<file path="config.mk">
export PLATFORM = sky130hd
export DESIGN_NAME = bal_loader
export DESIGN_NICKNAME = d
export VERILOG_FILES = /design/src/rtl/bal_pkg.sv /design/src/rtl/bal_if.sv /design/src/rtl/bal_loader.sv /design/src/rtl/bal_buf.sv
export SDC_FILE = /design/constraint.sdc
export NUM_CORES = 1
export LEC_CHECK = 0
export ABC_AREA = 0
export BUFFER_PORTS_ARGS = -buffer_cell sky130_fd_sc_hd__buf_2
export CAP_MARGIN = 20
export CELL_PAD_IN_SITES_DETAIL_PLACEMENT = 1
export CELL_PAD_IN_SITES_GLOBAL_PLACEMENT = 2
export CORE_UTILIZATION = 42
export CTS_BUF_LIST = sky130_fd_sc_hd__clkbuf_4 sky130_fd_sc_hd__clkbuf_8
export CTS_CLUSTER_DIAMETER = 40
export DETAILED_ROUTE_END_ITERATION = 8
export HOLD_SLACK_MARGIN = 0.12
export PLACE_DENSITY = 0.9
export SLEW_MARGIN = 20
export SYNTH_ARGS = -nofsm -noshare
export SYNTH_HDL_FRONTEND = slang
export SYNTH_HIERARCHICAL = 1
export SYNTH_SLANG_ARGS = --single-unit
</file>
<file path="constraint.sdc">
create_clock -name i_clk_sys -period 3 [get_ports i_clk_sys]
set_clock_uncertainty 0.1 [all_clocks]
set_input_delay 0.45 -clock i_clk_sys [delete_from_list [all_inputs] [get_ports i_clk_sys]]
set_output_delay 0.45 -clock i_clk_sys [all_outputs]
set_load 0.1 [all_outputs]
</file>
<file path="src/rtl/bal_pkg.sv">
// package: constants and types for the boot image auto-load block
package bal_pkg;
  // ---------------------------------------------------------------
  // clock and wait-state timing
  // ---------------------------------------------------------------
  localparam int CLK_NS = 20; // system clock period
  localparam int WS_NS = 82; // one boot read wait state
  localparam logic [5:0] WS_CYC = 6'((WS_NS + CLK_NS - 1) / CLK_NS); // rounded up
  localparam logic [1:0] SYNC_STAGES = 2'h3; // pin synchroniser depth
  localparam logic [3:0] SYNC_RST = 4'h1; // load enable idle high, wait select zero
  // ---------------------------------------------------------------
  // boot image layout (byte locations, two bytes per word)
  // ---------------------------------------------------------------
  localparam int REG_BYTES = 64; // register image
  localparam int SA_BYTES = 512; // subaddress descriptors
  localparam int MC_BYTES = 512; // mode code descriptors
  localparam int TOTAL_BYTES = REG_BYTES + SA_BYTES + MC_BYTES; // 1088
  localparam logic [9:0] REG_WORDS = 10'(REG_BYTES / 2);
  localparam logic [9:0] TOTAL_WORDS = 10'(TOTAL_BYTES / 2);
  localparam logic [9:0] DESC_PTR_IDX = 10'h008; // descriptor pointer register
  localparam int BOOT_AW = 13; // 8K byte boot space
  localparam int RAM_AW = 12; // 4K word internal ram
  localparam int REG_AW = 5; // 32 registers
  // ---------------------------------------------------------------
  // buffered write entry
  // ---------------------------------------------------------------
  typedef struct packed {
    logic to_ram; // 1: ram write, 0: register write
    logic [RAM_AW-1:0] addr; // word address
    logic [15:0] data; // assembled word
  } bal_entry_s;
endpackage

</file>
<file path="src/rtl/bal_if.sv">
// interface: write stream between the loader and its two-entry buffer
`timescale 1ns/100ps
interface bal_if;
  import bal_pkg::*;
  logic in_valid; // loader offers a word
  logic in_ready; // buffer has room
  bal_entry_s in_data; // offered word
  logic out_valid; // buffer holds a word
  logic out_ready; // write target takes it
  bal_entry_s out_data; // head word
  modport src (output in_valid, output in_data, input in_ready,
               input out_valid, input out_data, output out_ready);
  modport buf_side (input in_valid, input in_data, output in_ready,
                    output out_valid, output out_data, input out_ready);
endinterface

</file>
<file path="src/rtl/bal_loader.sv">
// module: boot memory auto-load sequencer, top level
//
// Overview of operation
// start load at reset release if enabled
// host drives load enable before reset release
// load all registers and descriptor space
// image begins with 64 register locations
// unused register entries hold zero
// descriptors go to ram at loaded pointer
// all addresses generated internally
// read 1088 bytes: 64, 512, 512
// unused descriptor blocks filled with zeros
// move 64-word blocks after access grant
// accept bus commands only when fully enabled
// boot select asserted during boot reads
// boot address spans 8K bytes
// 0 to 7 wait states per read
// wait select captured at reset release
// ready asserted when loading finishes
// two bytes per select, address changes only
// lower-addressed byte is low half
// disabled load skips straight to ready
`timescale 1ns/100ps
module bal_loader (
  input wire logic i_clk_sys,
  input wire logic i_resetn,
  input wire logic i_boot_load_enable_n,
  input wire logic [2:0] i_boot_wait_select,
  output logic o_boot_mem_select_n,
  output logic [bal_pkg::BOOT_AW-1:0] o_boot_addr,
  input wire logic [7:0] i_boot_data,
  output logic o_mem_req,
  input wire logic i_mem_grant,
  output logic o_reg_wr_valid,
  output logic [bal_pkg::REG_AW-1:0] o_reg_addr,
  input wire logic i_reg_wr_ready,
  output logic o_ram_wr_valid,
  output logic [bal_pkg::RAM_AW-1:0] o_ram_addr,
  input wire logic i_ram_wr_ready,
  output logic [15:0] o_wr_data,
  input wire logic i_start_execution_bit,
  input wire logic i_addr_parity_ok,
  output logic o_ready,
  output logic o_cmd_enable
);
  import bal_pkg::*;
  // ---------------------------------------------------------------
  // state machine and registers
  // ---------------------------------------------------------------
  typedef enum logic [5:0] {
    S_INIT = 6'h01, // wait for synchronised straps
    S_GRANT = 6'h02, // wait for memory access
    S_BYTE = 6'h04, // boot read, two bytes
    S_PUSH = 6'h08, // hand word to buffer
    S_DRAIN = 6'h10, // let last writes finish
    S_DONE = 6'h20 // loading over
  } bal_state_e;
  bal_state_e st_q, st_d;
  logic [3:0] s1_q, s2_q, s3_q; // pin synchroniser stages
  logic [1:0] sc_q, sc_d; // synchroniser fill count
  logic [2:0] ws_q, ws_d; // captured wait select
  logic [9:0] idx_q, idx_d; // word index in image
  logic hi_q, hi_d; // reading upper byte
  logic [5:0] cnt_q, cnt_d; // wait-state countdown
  logic [7:0] lo_q, lo_d; // low byte held
  logic [15:0] wd_q, wd_d; // assembled word
  logic [RAM_AW-1:0] ptr_q, ptr_d; // descriptor pointer copy
  logic to_ram; // current word targets ram
  logic [RAM_AW-1:0] in_addr; // target word address of offered word
  bal_if bif ();
  // wait-state cycles for one byte
  function automatic logic [5:0] reload(input logic [2:0] ws);
    reload = 6'({3'h0, ws} * WS_CYC);
  endfunction
  // ---------------------------------------------------------------
  // pin synchronisers: load enable and wait select
  // ---------------------------------------------------------------
  always_ff @(posedge i_clk_sys or negedge i_resetn) begin
    if (!i_resetn) begin
      s1_q <= SYNC_RST;
      s2_q <= SYNC_RST;
      s3_q <= SYNC_RST;
    end else begin
      s1_q <= {i_boot_wait_select, i_boot_load_enable_n};
      s2_q <= s1_q;
      s3_q <= s2_q;
    end
  end
  // ---------------------------------------------------------------
  // sequencer next state
  // ---------------------------------------------------------------
  always_comb begin
    st_d = st_q;
    sc_d = sc_q;
    ws_d = ws_q;
    idx_d = idx_q;
    hi_d = hi_q;
    cnt_d = cnt_q;
    lo_d = lo_q;
    wd_d = wd_q;
    ptr_d = ptr_q;
    unique case (st_q)
      // capture wait select
      S_INIT: begin
        if (sc_q != SYNC_STAGES) begin
          sc_d = sc_q + 2'h1;
        end else if (s2_q == s3_q) begin
          ws_d = s3_q[3:1];
          // start when enabled
          // disabled skips loading
          st_d = s3_q[0] ? S_DONE : S_GRANT;
        end
      end
      // block waits for grant
      S_GRANT: if (i_mem_grant) begin
        st_d = S_BYTE;
        hi_d = 1'b0;
        cnt_d = reload(ws_q);
      end
      // wait states per byte
      S_BYTE: if (cnt_q != 6'h00) begin
        cnt_d = cnt_q - 6'h01;
      end else if (!hi_q) begin
        // second byte by address change
        lo_d = i_boot_data;
        hi_d = 1'b1;
        cnt_d = reload(ws_q);
      end else begin
        // low address is low half
        wd_d = {i_boot_data, lo_q};
        st_d = S_PUSH;
      end
      // word leaves when buffer has room
      S_PUSH: if (bif.in_ready) begin
        idx_d = idx_q + 10'h001;
        hi_d = 1'b0;
        cnt_d = reload(ws_q);
        // pointer from loaded register
        if (idx_q == DESC_PTR_IDX) begin
          ptr_d = wd_q[RAM_AW-1:0];
        end
        // stop after whole image
        if (idx_q == TOTAL_WORDS - 10'h001) begin
          st_d = S_DRAIN;
        end else if (idx_d[5:0] == 6'h00) begin
          st_d = S_GRANT;
        end else begin
          st_d = S_BYTE;
        end
      end
      // finish only when buffer empty
      S_DRAIN: if (!bif.out_valid) begin
        st_d = S_DONE;
      end
      S_DONE: st_d = S_DONE;
      default: st_d = S_INIT;
    endcase
  end
  // sequencer registers
  always_ff @(posedge i_clk_sys or negedge i_resetn) begin
    if (!i_resetn) begin
      st_q <= S_INIT;
      sc_q <= 2'h0;
      ws_q <= 3'h0;
      idx_q <= 10'h000;
      hi_q <= 1'b0;
      cnt_q <= 6'h00;
      lo_q <= 8'h00;
      wd_q <= 16'h0000;
      ptr_q <= '0;
    end else begin
      st_q <= st_d;
      sc_q <= sc_d;
      ws_q <= ws_d;
      idx_q <= idx_d;
      hi_q <= hi_d;
      cnt_q <= cnt_d;
      lo_q <= lo_d;
      wd_q <= wd_d;
      ptr_q <= ptr_d;
    end
  end
  // ---------------------------------------------------------------
  // boot bus and write stream
  // ---------------------------------------------------------------
  // select held across both bytes
  assign o_boot_mem_select_n = (st_q != S_BYTE);
  // internal byte address
  assign o_boot_addr = {2'h0, idx_q, hi_q};
  assign o_mem_req = (st_q == S_GRANT) || (st_q == S_BYTE) || (st_q == S_PUSH);
  // first registers, then ram
  assign to_ram = (idx_q >= REG_WORDS);
  assign bif.in_valid = (st_q == S_PUSH);
  // one driver for the whole entry, fields packed in struct order
  assign in_addr = to_ram ? ptr_q + RAM_AW'(idx_q - REG_WORDS)
                          : {7'h00, idx_q[REG_AW-1:0]};
  assign bif.in_data = {to_ram, in_addr, wd_q};
  bal_buf u_buf (
    .i_clk_sys(i_clk_sys),
    .i_resetn(i_resetn),
    .bif(bif.buf_side)
  );
  // buffer head to the write ports
  assign bif.out_ready = bif.out_data.to_ram ? i_ram_wr_ready : i_reg_wr_ready;
  assign o_reg_wr_valid = bif.out_valid && !bif.out_data.to_ram;
  assign o_ram_wr_valid = bif.out_valid && bif.out_data.to_ram;
  assign o_reg_addr = bif.out_data.addr[REG_AW-1:0];
  assign o_ram_addr = bif.out_data.addr;
  assign o_wr_data = bif.out_data.data;
  // ready after loading
  assign o_ready = (st_q == S_DONE);
  // commands need all three conditions
  assign o_cmd_enable = o_ready && i_start_execution_bit && i_addr_parity_ok;
  // ---------------------------------------------------------------
  // assertions
  // ---------------------------------------------------------------
  logic [6:0] sel_len_q; // cycles of current select
  always_ff @(posedge i_clk_sys or negedge i_resetn) begin
    if (!i_resetn) begin
      sel_len_q <= 7'h00;
    end else begin
      sel_len_q <= (st_q == S_BYTE) ? sel_len_q + 7'h01 : 7'h00;
    end
  end
endmodule

</file>
<file path="src/rtl/bal_buf.sv">
// module: two-entry flip-flop buffer with valid/ready on both sides
`timescale 1ns/100ps
module bal_buf (
  input wire logic i_clk_sys,
  input wire logic i_resetn,
  bal_if.buf_side bif
);
  import bal_pkg::*;
  // ---------------------------------------------------------------
  // storage and pointers
  // ---------------------------------------------------------------
  bal_entry_s mem_q [2]; // two entries
  bal_entry_s mem_d [2];
  logic wp_q, wp_d; // write index
  logic rp_q, rp_d; // read index
  logic [1:0] cnt_q, cnt_d; // fill level
  logic push, pop;
  // handshakes: honest full and empty
  assign bif.in_ready = (cnt_q != 2'h2);
  assign bif.out_valid = (cnt_q != 2'h0);
  assign bif.out_data = mem_q[rp_q];
  assign push = bif.in_valid && bif.in_ready;
  assign pop = bif.out_valid && bif.out_ready;
  // next state of pointers and entries
  always_comb begin
    mem_d = mem_q;
    wp_d = wp_q;
    rp_d = rp_q;
    cnt_d = cnt_q;
    if (push) begin
      mem_d[wp_q] = bif.in_data;
      wp_d = ~wp_q;
    end
    if (pop) begin
      rp_d = ~rp_q;
    end
    cnt_d = cnt_q + {1'b0, push} - {1'b0, pop};
  end
  // register only
  always_ff @(posedge i_clk_sys or negedge i_resetn) begin
    if (!i_resetn) begin
      mem_q[0] <= '0;
      mem_q[1] <= '0;
      wp_q <= 1'b0;
      rp_q <= 1'b0;
      cnt_q <= 2'h0;
    end else begin
      mem_q <= mem_d;
      wp_q <= wp_d;
      rp_q <= rp_d;
      cnt_q <= cnt_d;
    end
  end
endmodule

</file>
Yosys cells after proc, flatten, opt, wreduce, memory -nomap -nowiden
Index checks and enable logic that the tools add are counted.
Cells by class
  bitwise gates (word level): 7
  eq/ne operators: 20
  add/subtract/negate cells: 7
  reduce and logical (&&, ||, !) cells: 23
  $mul: 1
  $lt $le $gt $ge: 4
  mux-type cells: 28
Operators with widths (number)
  two-way mux 29 bit: 4
  two-way mux 6 bit: 12
  bitwise mux 58 bit: 1
  one-hot mux 6 bit (6 select lines): 1
  demux 29 bit (select 1 bit): 1
  inequality test 2 bit, second input constant: 9
  one-hot mux 6 bit (3 select lines): 1
  adder 12 bit: 1
  two-way mux 12 bit: 1
  AND reduction 3 bit: 4
  subtractor 10 x 6 -> 11 bit, second input constant: 1
  adder 10 x 1 -> 10 bit, second input constant: 1
  == test 10 bit, second input constant: 1
  == test 10 x 4 -> 1 bit, second input constant: 1
  >= comparator 10 x 6 -> 1 bit, second input constant: 1
  AND reduction 4 bit: 2
  logical AND 1 bit: 7
  AND reduction 7 bit: 1
  == test 6 x 1 -> 1 bit, second input constant: 1
  == test 6 x 2 -> 1 bit, second input constant: 1
  == test 6 x 3 -> 1 bit, second input constant: 1
  == test 6 x 4 -> 1 bit, second input constant: 1
  == test 6 x 5 -> 1 bit, second input constant: 1
  == test 6 bit, second input constant: 1
  23 further kinds: 34
Storage, ports and cells
  register bits: 138
  output and inout port bits: 52
  bits of input ports: 19

Logic depth before layout (Yosys ltp)
Gate-level depths: netlist (run 1).
  depth after elaboration: 7
  depth in mapped cells: 12
  depth with buffers taken out: 12

Cells and area by module
The synthesis (run 1) kept the hierarchy.
By module, submodules not included
  bal_loader: area each 4081.4 µm², seq. area each 1906.8 µm², cells each 392, instances 1
  bal_buf: area each 2772.7 µm², seq. area each 1551.5 µm², cells each 178, instances 1

Worst setup path before layout (run 1)
OpenSTA, ideal clock, no wires.
  path type: flip-flop to output port
  from: register st_q[1]
  to: output port o_cmd_enable
  arrival: 4239 ps
  slack: -1789 ps
  cell stages (with the launch flop): 4
  path buffers: 0
  data required time: 2450 ps
  path through: dfrtp_1 > or4_1 > nor3b_1 > and3_1
On the way
  longest elaborated chain between the ends: 3
RTL lines
  start, declared: RTL line bal_loader.sv:58  | bal_state_e st_q, st_d;
  start signal, assigned: RTL line bal_loader.sv:172  | st_q <= st_d;
  == test 6 bit: RTL line bal_loader.sv:211  | assign o_ready = (st_q == S_DONE);
  named net o_ready: RTL line bal_loader.sv:43  | output logic o_ready,
  logical AND 1 bit (2 in series): RTL line bal_loader.sv:213  | assign o_cmd_enable = o_ready && i_start_execution_bit && i_addr_parity_ok;
  end, declared: RTL line bal_loader.sv:44  | output logic o_cmd_enable
The timed path passes the listed nets, and every way through them passes these cells.

Worst setup path in the final report (run 1)
  from: register st_q[3]
  to: output port o_mem_req
On the way
  longest elaborated chain between the ends: 3
  elaborated cells on any way between the ends: 5
  classes of those cells: eq/ne (3); reduce/logical (2)
RTL lines
  == test 6 x 2 -> 1 bit or == test 6 x 3 -> 1 bit (tied branches): RTL line bal_loader.sv:190  | assign o_mem_req = (st_q == S_GRANT) || (st_q == S_BYTE) || (st_q == S_PUSH);
  logical OR 1 bit: RTL line bal_loader.sv:190
  logical OR 1 bit *: RTL line bal_loader.sv:190
  end, declared: RTL line bal_loader.sv:32  | output logic o_mem_req,
Every way passes the cells marked *; elsewhere a longest branch is shown, timed or not.

==> flow_metrics.tcl, run 1 <==
set metrics [dict create \
    outcome "finished, final reports clean" \
    drv_slew 0 \
    finalCriticalPeriod_ns 2.81 \
    rsz0062_at_grt "false" \
    relSlewSlack_pct 47.1 \
    worstPathArrival_ns 2.26 \
    synth_area_sq_um 6850 \
    use_met2_pct 38.0 \
    cp-end-kind "output port" \
    grt.overflow.total 0 \
    rr_worst_depth 9 \
    die-area_sq_um 16800 \
    critPathRequiredTime_ns 2.45 \
    viasPerCell 5.34 \
    nNetsFinal 702 \
    hold_viol 0 \
    power_density_nw_per_um2 663 \
    netlist_top_cells_area "dfrtp_1 49%, mux2_2 17%, ha_1 4.0%" \
    ios 71 \
    ys_seq_area_share_pct 50.5 \
    drtIter0Drc 234 \
    leakage_nw 4.05 \
    start_util_pct 43.1 \
    finalSetupTns_ns 0 \
    drt-pass1-iter-count 4 \
    grt_pass1_wl_um 27400 \
    ant_nets 0 \
    route.vias.total 4751 \
    h-tree-depth 4 \
    cp_max_fo 10 \
    rows 46 \
    synth_seq_cells 138 \
    max_freq_ghz 0.356 \
    hold_path.class "in2reg" \
    cp-start-kind "flip-flop" \
    numCtsBuffers 17 \
    synth_most_common_cell "dfrtp_1" \
    clockRootBuffer "clkbuf_8" \
    grt_max_degree 62 \
    fin_crit_sh_pct 93.6 \
    holdPathStages 2 \
    drt_wl_total_um 16500 \
    synth_cells 570 \
    max_cap_viol_count 0 \
    synth_flop_cell "dfrtp_1" \
    cts_tree "built" \
    antenna_found_initial 1 \
    portBuffers 68 \
    yosys.cell_types.count 66 \
    die_width_um 130 \
    grt_pass1_vias 5245 \
    hpwl_um 11600 \
    cts.clk_slew.worst_paths_ns 0.08 \
    core_region_area_sq_um 15900 \
    ys_warn_count 6 \
    fin_util_pct 50.7 \
    yosys.area.top_type "dfrtp_1" \
    setup_viol 0 \
    grt_use_met3_pct 4.55 \
    drive_gt1_share_pct 38.0 \
    area_growth_pct 17.5 \
    avgSynthCellArea_sq_um 12.0 \
    gr-max-usage-layer "met2" \
    gp_congestion 0.841 \
    gr-usage-met1_pct 26.2 \
    yosys.area.top_type_share_pct 48.9 \
    fill_cells 1738 \
    tightest_slew_ns 0.793 \
    whs_ns 0.149 \
    grt_use_total_pct 21.6 \
    async_flop_share_pct 100 \
    worstSetupPathType "reg2out" \
    peakVddDrop_mv 0.385 \
    die_y_um 130 \
    synthTopCellsByCount "134 x dfrtp_1, 101 x mux2_2, 66 x nand2_1, 25 x nor2_1, 22 x ha_1" \
    cts.sinks 138 \
    synth_edf_count 0 \
    cts.path.max_buffers 2 \
    avgRoutedWirePerCell_um 18.5 \
    clk-insertion-delay-late_ns 0.45 \
    remaining_drc_errors 0 \
]
## metrics by stage
step                worst slack [ns]  cells  total power [W]  area, sq um
floorplan                    -0.0700    571          0.00341         6880
global placement               0.338    845          0.00371         7500
detailed placement             0.269    845          0.00378         7500
CTS                           0.0136    889          0.00538         8040
global route                  0.0316    889          0.00561         8050
finish                         0.192    890          0.00534         8060
## metal layers
metal  routed length [um]  part of all wire [%]  up-vias
met5                    0                     0        -
met2                 8560                    52       79
met4                  219                   1.3        0
li1                     -                     -     2190
met1                 7180                    44     2463
met3                  526                   3.2       19
## cell families (layout without fill, tap and decap cells)
kind of cell	Yosys count	count (layout)	synth area share (%)
AOI/OAI and AO/OA	64	64	6.39
xor gates and xnor gates	28	28	3.58
adders and majority gates	23	23	4.31
buffers and inverters	42	144	3.41
DFF	138	138	50.5
muxes	119	119	20.1
other	1	3	0.0547
and+or+nand+nor	155	155	11.7
## critical path, cell delays in order (launching register included)
cell      delay [ns]
dfrtp_1         0.46
nor4_2          0.38
nand3b_1        0.26
and3_2          0.38
inv_1           0.14
buf_12          0.18
## final cells by class
class | count | area [sq um] | share of cell area (%)
multi-input combinational | 391 | 3210 | 39.8
clock inverter | 12 | 141 | 1.75
clock buffer | 20 | 269 | 3.34
timing repair buffer | 95 | 637 | 7.90
antenna | 1 | 2.50 | 0.0311
sequential | 138 | 3460 | 43.0
inverter | 17 | 63.8 | 0.792
tap | 216 | 270 | 3.35
## registers in the layout (all words and copies together), names as in the netlist
name	flops
st_q	6
hi_q	1
u_buf/rp_q	1
sc_q	2
s1_q	4
u_buf/mem_q	58
ws_q	3
s2_q	4
u_buf/cnt_q	2
s3_q	4
wd_q	16
u_buf/wp_q	1
idx_q	10
ptr_q	12
cnt_q	6
lo_q	8
## report_power, final
part | leakage, nW | switching (W) | internal [W]
sequential | 1.79 | 0.000219 | 0.00206
combinational | 2.06 | 0.000954 | 0.000550
clock | 0.197 | 0.000757 | 0.000801
total | 4.05 | 0.00193 | 0.00341
## placed cells by master, fill, tap and decap left out, types with 15 or more instances in the layout
| cell | synthesis | final |
|---|---|---|
| inv_1 | 16 | 16 |
| dfrtp_1 | 134 | 130 |
| o21ai_0 | 15 | 15 |
| mux2_2 | 101 | 101 |
| buf_2 | 1 | 64 |
| ha_1 | 22 | 22 |
| clkbuf_8 | 0 | 19 |
| nand2_1 | 66 | 65 |
| nor2_1 | 25 | 25 |
| xor2_1 | 15 | 15 |
## timing repair
item	in CTS	in global routing
setup endpoints to repair	1	2
buffers inserted	0	0
pin swaps	0	0
resized for setup	1	4
hold endpoints to repair	71	0
hold buffers	12	0
## worst paths after layout
kind	from	to	slack, ns
min in group asynchronous	i_resetn	u_buf/mem_q[49]	0.47
max reg2reg	idx_q[7]	u_buf/mem_q[26]	0.25
max	st_q[3]	o_mem_req	0.19
max in group asynchronous	i_resetn	s3_q[0]	1.53
min	i_mem_grant	st_q[1]	0.15
min reg2reg	s1_q[0]	s2_q[0]	0.26
(Power assumes the default switching activity.)
==> inputs of run 2 (changes only) <==
--- a/config.mk
+++ b/config.mk
@@ -15,7 +15,7 @@
 export CTS_CLUSTER_DIAMETER = 40
 export DETAILED_ROUTE_END_ITERATION = 8
 export HOLD_SLACK_MARGIN = 0.12
-export PLACE_DENSITY = 0.9
+export PLACE_DENSITY_LB_ADDON = 0.1
 export SLEW_MARGIN = 20
 export SYNTH_ARGS = -nofsm -noshare
 export SYNTH_HDL_FRONTEND = slang
==> run 2 against run 1 <==
Compared with the run above: maximum frequency shrank 2.2%; non-clock buffer count up 6; worst hold slack improved by 0.11 ns; critical path type unchanged; largest power group unchanged; setup slack got worse by 0.062 ns; critical endpoint is now o_cmd_enable; combinational power barely moved; first-iteration DRC count down 29%.
==> flow_metrics.tcl, run 2 (synthesized netlist as in run 1, its figures left out) <==
set metrics [dict create \
    die_width_um 130 \
    diodes 0 \
    drtIter0Drc 165 \
    power_density_nw_per_um2 671 \
    route.vias.total 4635 \
    relSlewSlack_pct 56.6 \
    largest_register "u_buf/mem_q" \
    die_y_um 130 \
    worstSetupPathType "reg2out" \
    drive_gt1_share_pct 38.1 \
    grt_max_degree 69 \
    timing.rr.start "idx_q[0]" \
    remaining_drc_errors 0 \
    layout_setup_ws_ns 0.131 \
    fill_cells 1711 \
    ios 71 \
    fin_crit_sh_pct 95.6 \
    final_common_cell "dfrtp_1" \
    max_stage_delay_ns 0.63 \
    core_region_area_sq_um 15900 \
    cp-end-kind "output port" \
    largest_reg_flops 58 \
    max_cap_viol_count 0 \
    hold_viol 0 \
    leakage_nw 4.09 \
    numCtsBuffers 17 \
    reg_top3 "u_buf/mem_q: 58 flops, wd_q: 16 flops, ptr_q: 12 flops" \
    outcome "finished, final reports clean" \
    viasPerCell 5.18 \
    area_growth_pct 18.3 \
    regArea_sq_um 3460 \
    clockRootBuffer "clkbuf_8" \
    slowest_stage "or4_1" \
    final_cell_mix "130 x dfrtp_1, 101 x mux2_2, 65 x nand2_1, 65 x buf_2, 25 x nor2_1" \
    drv_slew 0 \
    cts_tree "built" \
    nNetsFinal 708 \
    place_area_sq_um 7520 \
    cts.path.max_buffers 2 \
    ant_nets 0 \
    drt_wl_total_um 15600 \
    r2r_setup_slack_ns 0.21 \
    min-delay-start "s1_q[2]" \
    h-tree-depth 4 \
    clk-insertion-delay-late_ns 0.45 \
    max_freq_ghz 0.349 \
    grt_pass1_wl_um 25900 \
    path_cells "or4_1, nor3b_4, and3_2, buf_2" \
    rows 46 \
    setup_viol 0 \
    cts.sinks 138 \
    multi_input_area_sq_um 3190 \
    drt-pass1-iter-count 4 \
    dpl_worst_slack_ns 0.208 \
    antenna_found_initial 0 \
    finalCriticalPeriod_ns 2.87 \
    hold_end "s2_q[2]" \
    grt_use_total_pct 20.4 \
    worstPathArrival_ns 2.32 \
    portBuffers 68 \
    cp-start-kind "flip-flop" \
    gp_congestion 0.800 \
    cp_max_fo 6 \
    avgRoutedWirePerCell_um 17.4 \
    holdPathStages 0 \
    cts.clk_slew.worst_paths_ns 0.08 \
    hpwl_um 11100 \
    start_util_pct 43.1 \
    grt.overflow.total 0 \
    rr_worst_depth 8 \
    die-area_sq_um 16800 \
    postCtsSetupRepairBufs 0 \
    hold_path.class "reg2reg" \
    peakVddDrop_mv 0.402 \
    critPathRequiredTime_ns 2.45 \
    r2r-end "u_buf/mem_q[24]" \
    final_area_sq_um 8110 \
    grt_pass1_vias 4842 \
    tightest_slew_ns 0.651 \
]
==> run 2: where the power goes <==
group | total, W | leakage [nW] | internal (W) | switching (W)
Clock | 0.00168 | 0.215 | 0.000933 | 0.000751
Sequential | 0.00226 | 1.79 | 0.00206 | 0.000206
Combinational | 0.00149 | 2.09 | 0.000552 | 0.000936
==> run 2: per-layer routing <==
metal	global-route usage, %	routed length, um	share of wire, %	up-vias
met1	27.1	7320	47	2351
met3	5.25	421	2.7	16
met4	5.34	155	1.0	0
met5	0	0	0	-
met2	33.3	7670	49	56
li1	-	-	-	2212
==> run 2: worst max path at each step <==
stage,from,endpoint,slack [ns],cells past startpoint
2_1_floorplan,st_q[1],o_cmd_enable,-0.07,3
3_3_place_gp,idx_q[7],u_buf/mem_q[26],0.34,9
3_5_place_dp,idx_q[7],u_buf/mem_q[55],0.21,9
4_1_cts,st_q[3],o_mem_req,0.02,5
5_1_grt,st_q[3],o_mem_req,-0.04,5
6_report,st_q[1],o_cmd_enable,0.13,4
==> run 2: worst max-delay path, delay by kind of cell (launching register included) <==
kind	cells	cell delay (ns)
buffers and inverters	1	0.41
and+or+nand+nor	3	1.03
DFF	1	0.43
==> run 2: area by class of cell <==
class | instances | share of cell area, %
Clock buffer | 19 | 3.07
Timing Repair Buffer | 101 | 8.29
Multi-Input combinational cell | 391 | 39.4
Clock inverter | 13 | 2.39
Tap cell | 216 | 3.33
Sequential cell | 138 | 42.7
Inverter | 17 | 0.787
==> run 2: through the flow <==
step / TNS [ns] / utilization, % / hold slack (ns) / std cells / total power (W)
2_1_floorplan: -0.0700 / - / 0.0544 / 571 / 0.00341
3_3_place_gp: 0 / 47.3 / 0.235 / 849 / 0.00374
3_5_place_dp: 0 / 47.3 / 0.242 / 849 / 0.00378
4_1_cts: 0 / 51.0 / 0.263 / 895 / 0.00551
5_1_grt: -0.0373 / 51.0 / 0.268 / 895 / 0.00573
6_report: 0 / 51.0 / 0.260 / 895 / 0.00544
==> run 2: timing repair <==
action | in CTS | in global routing
hold buffers | 14 | 0
endpoints found under the hold margin | 80 | 0
endpoints found under the setup margin | 0 | 1
resized for setup | 0 | 2
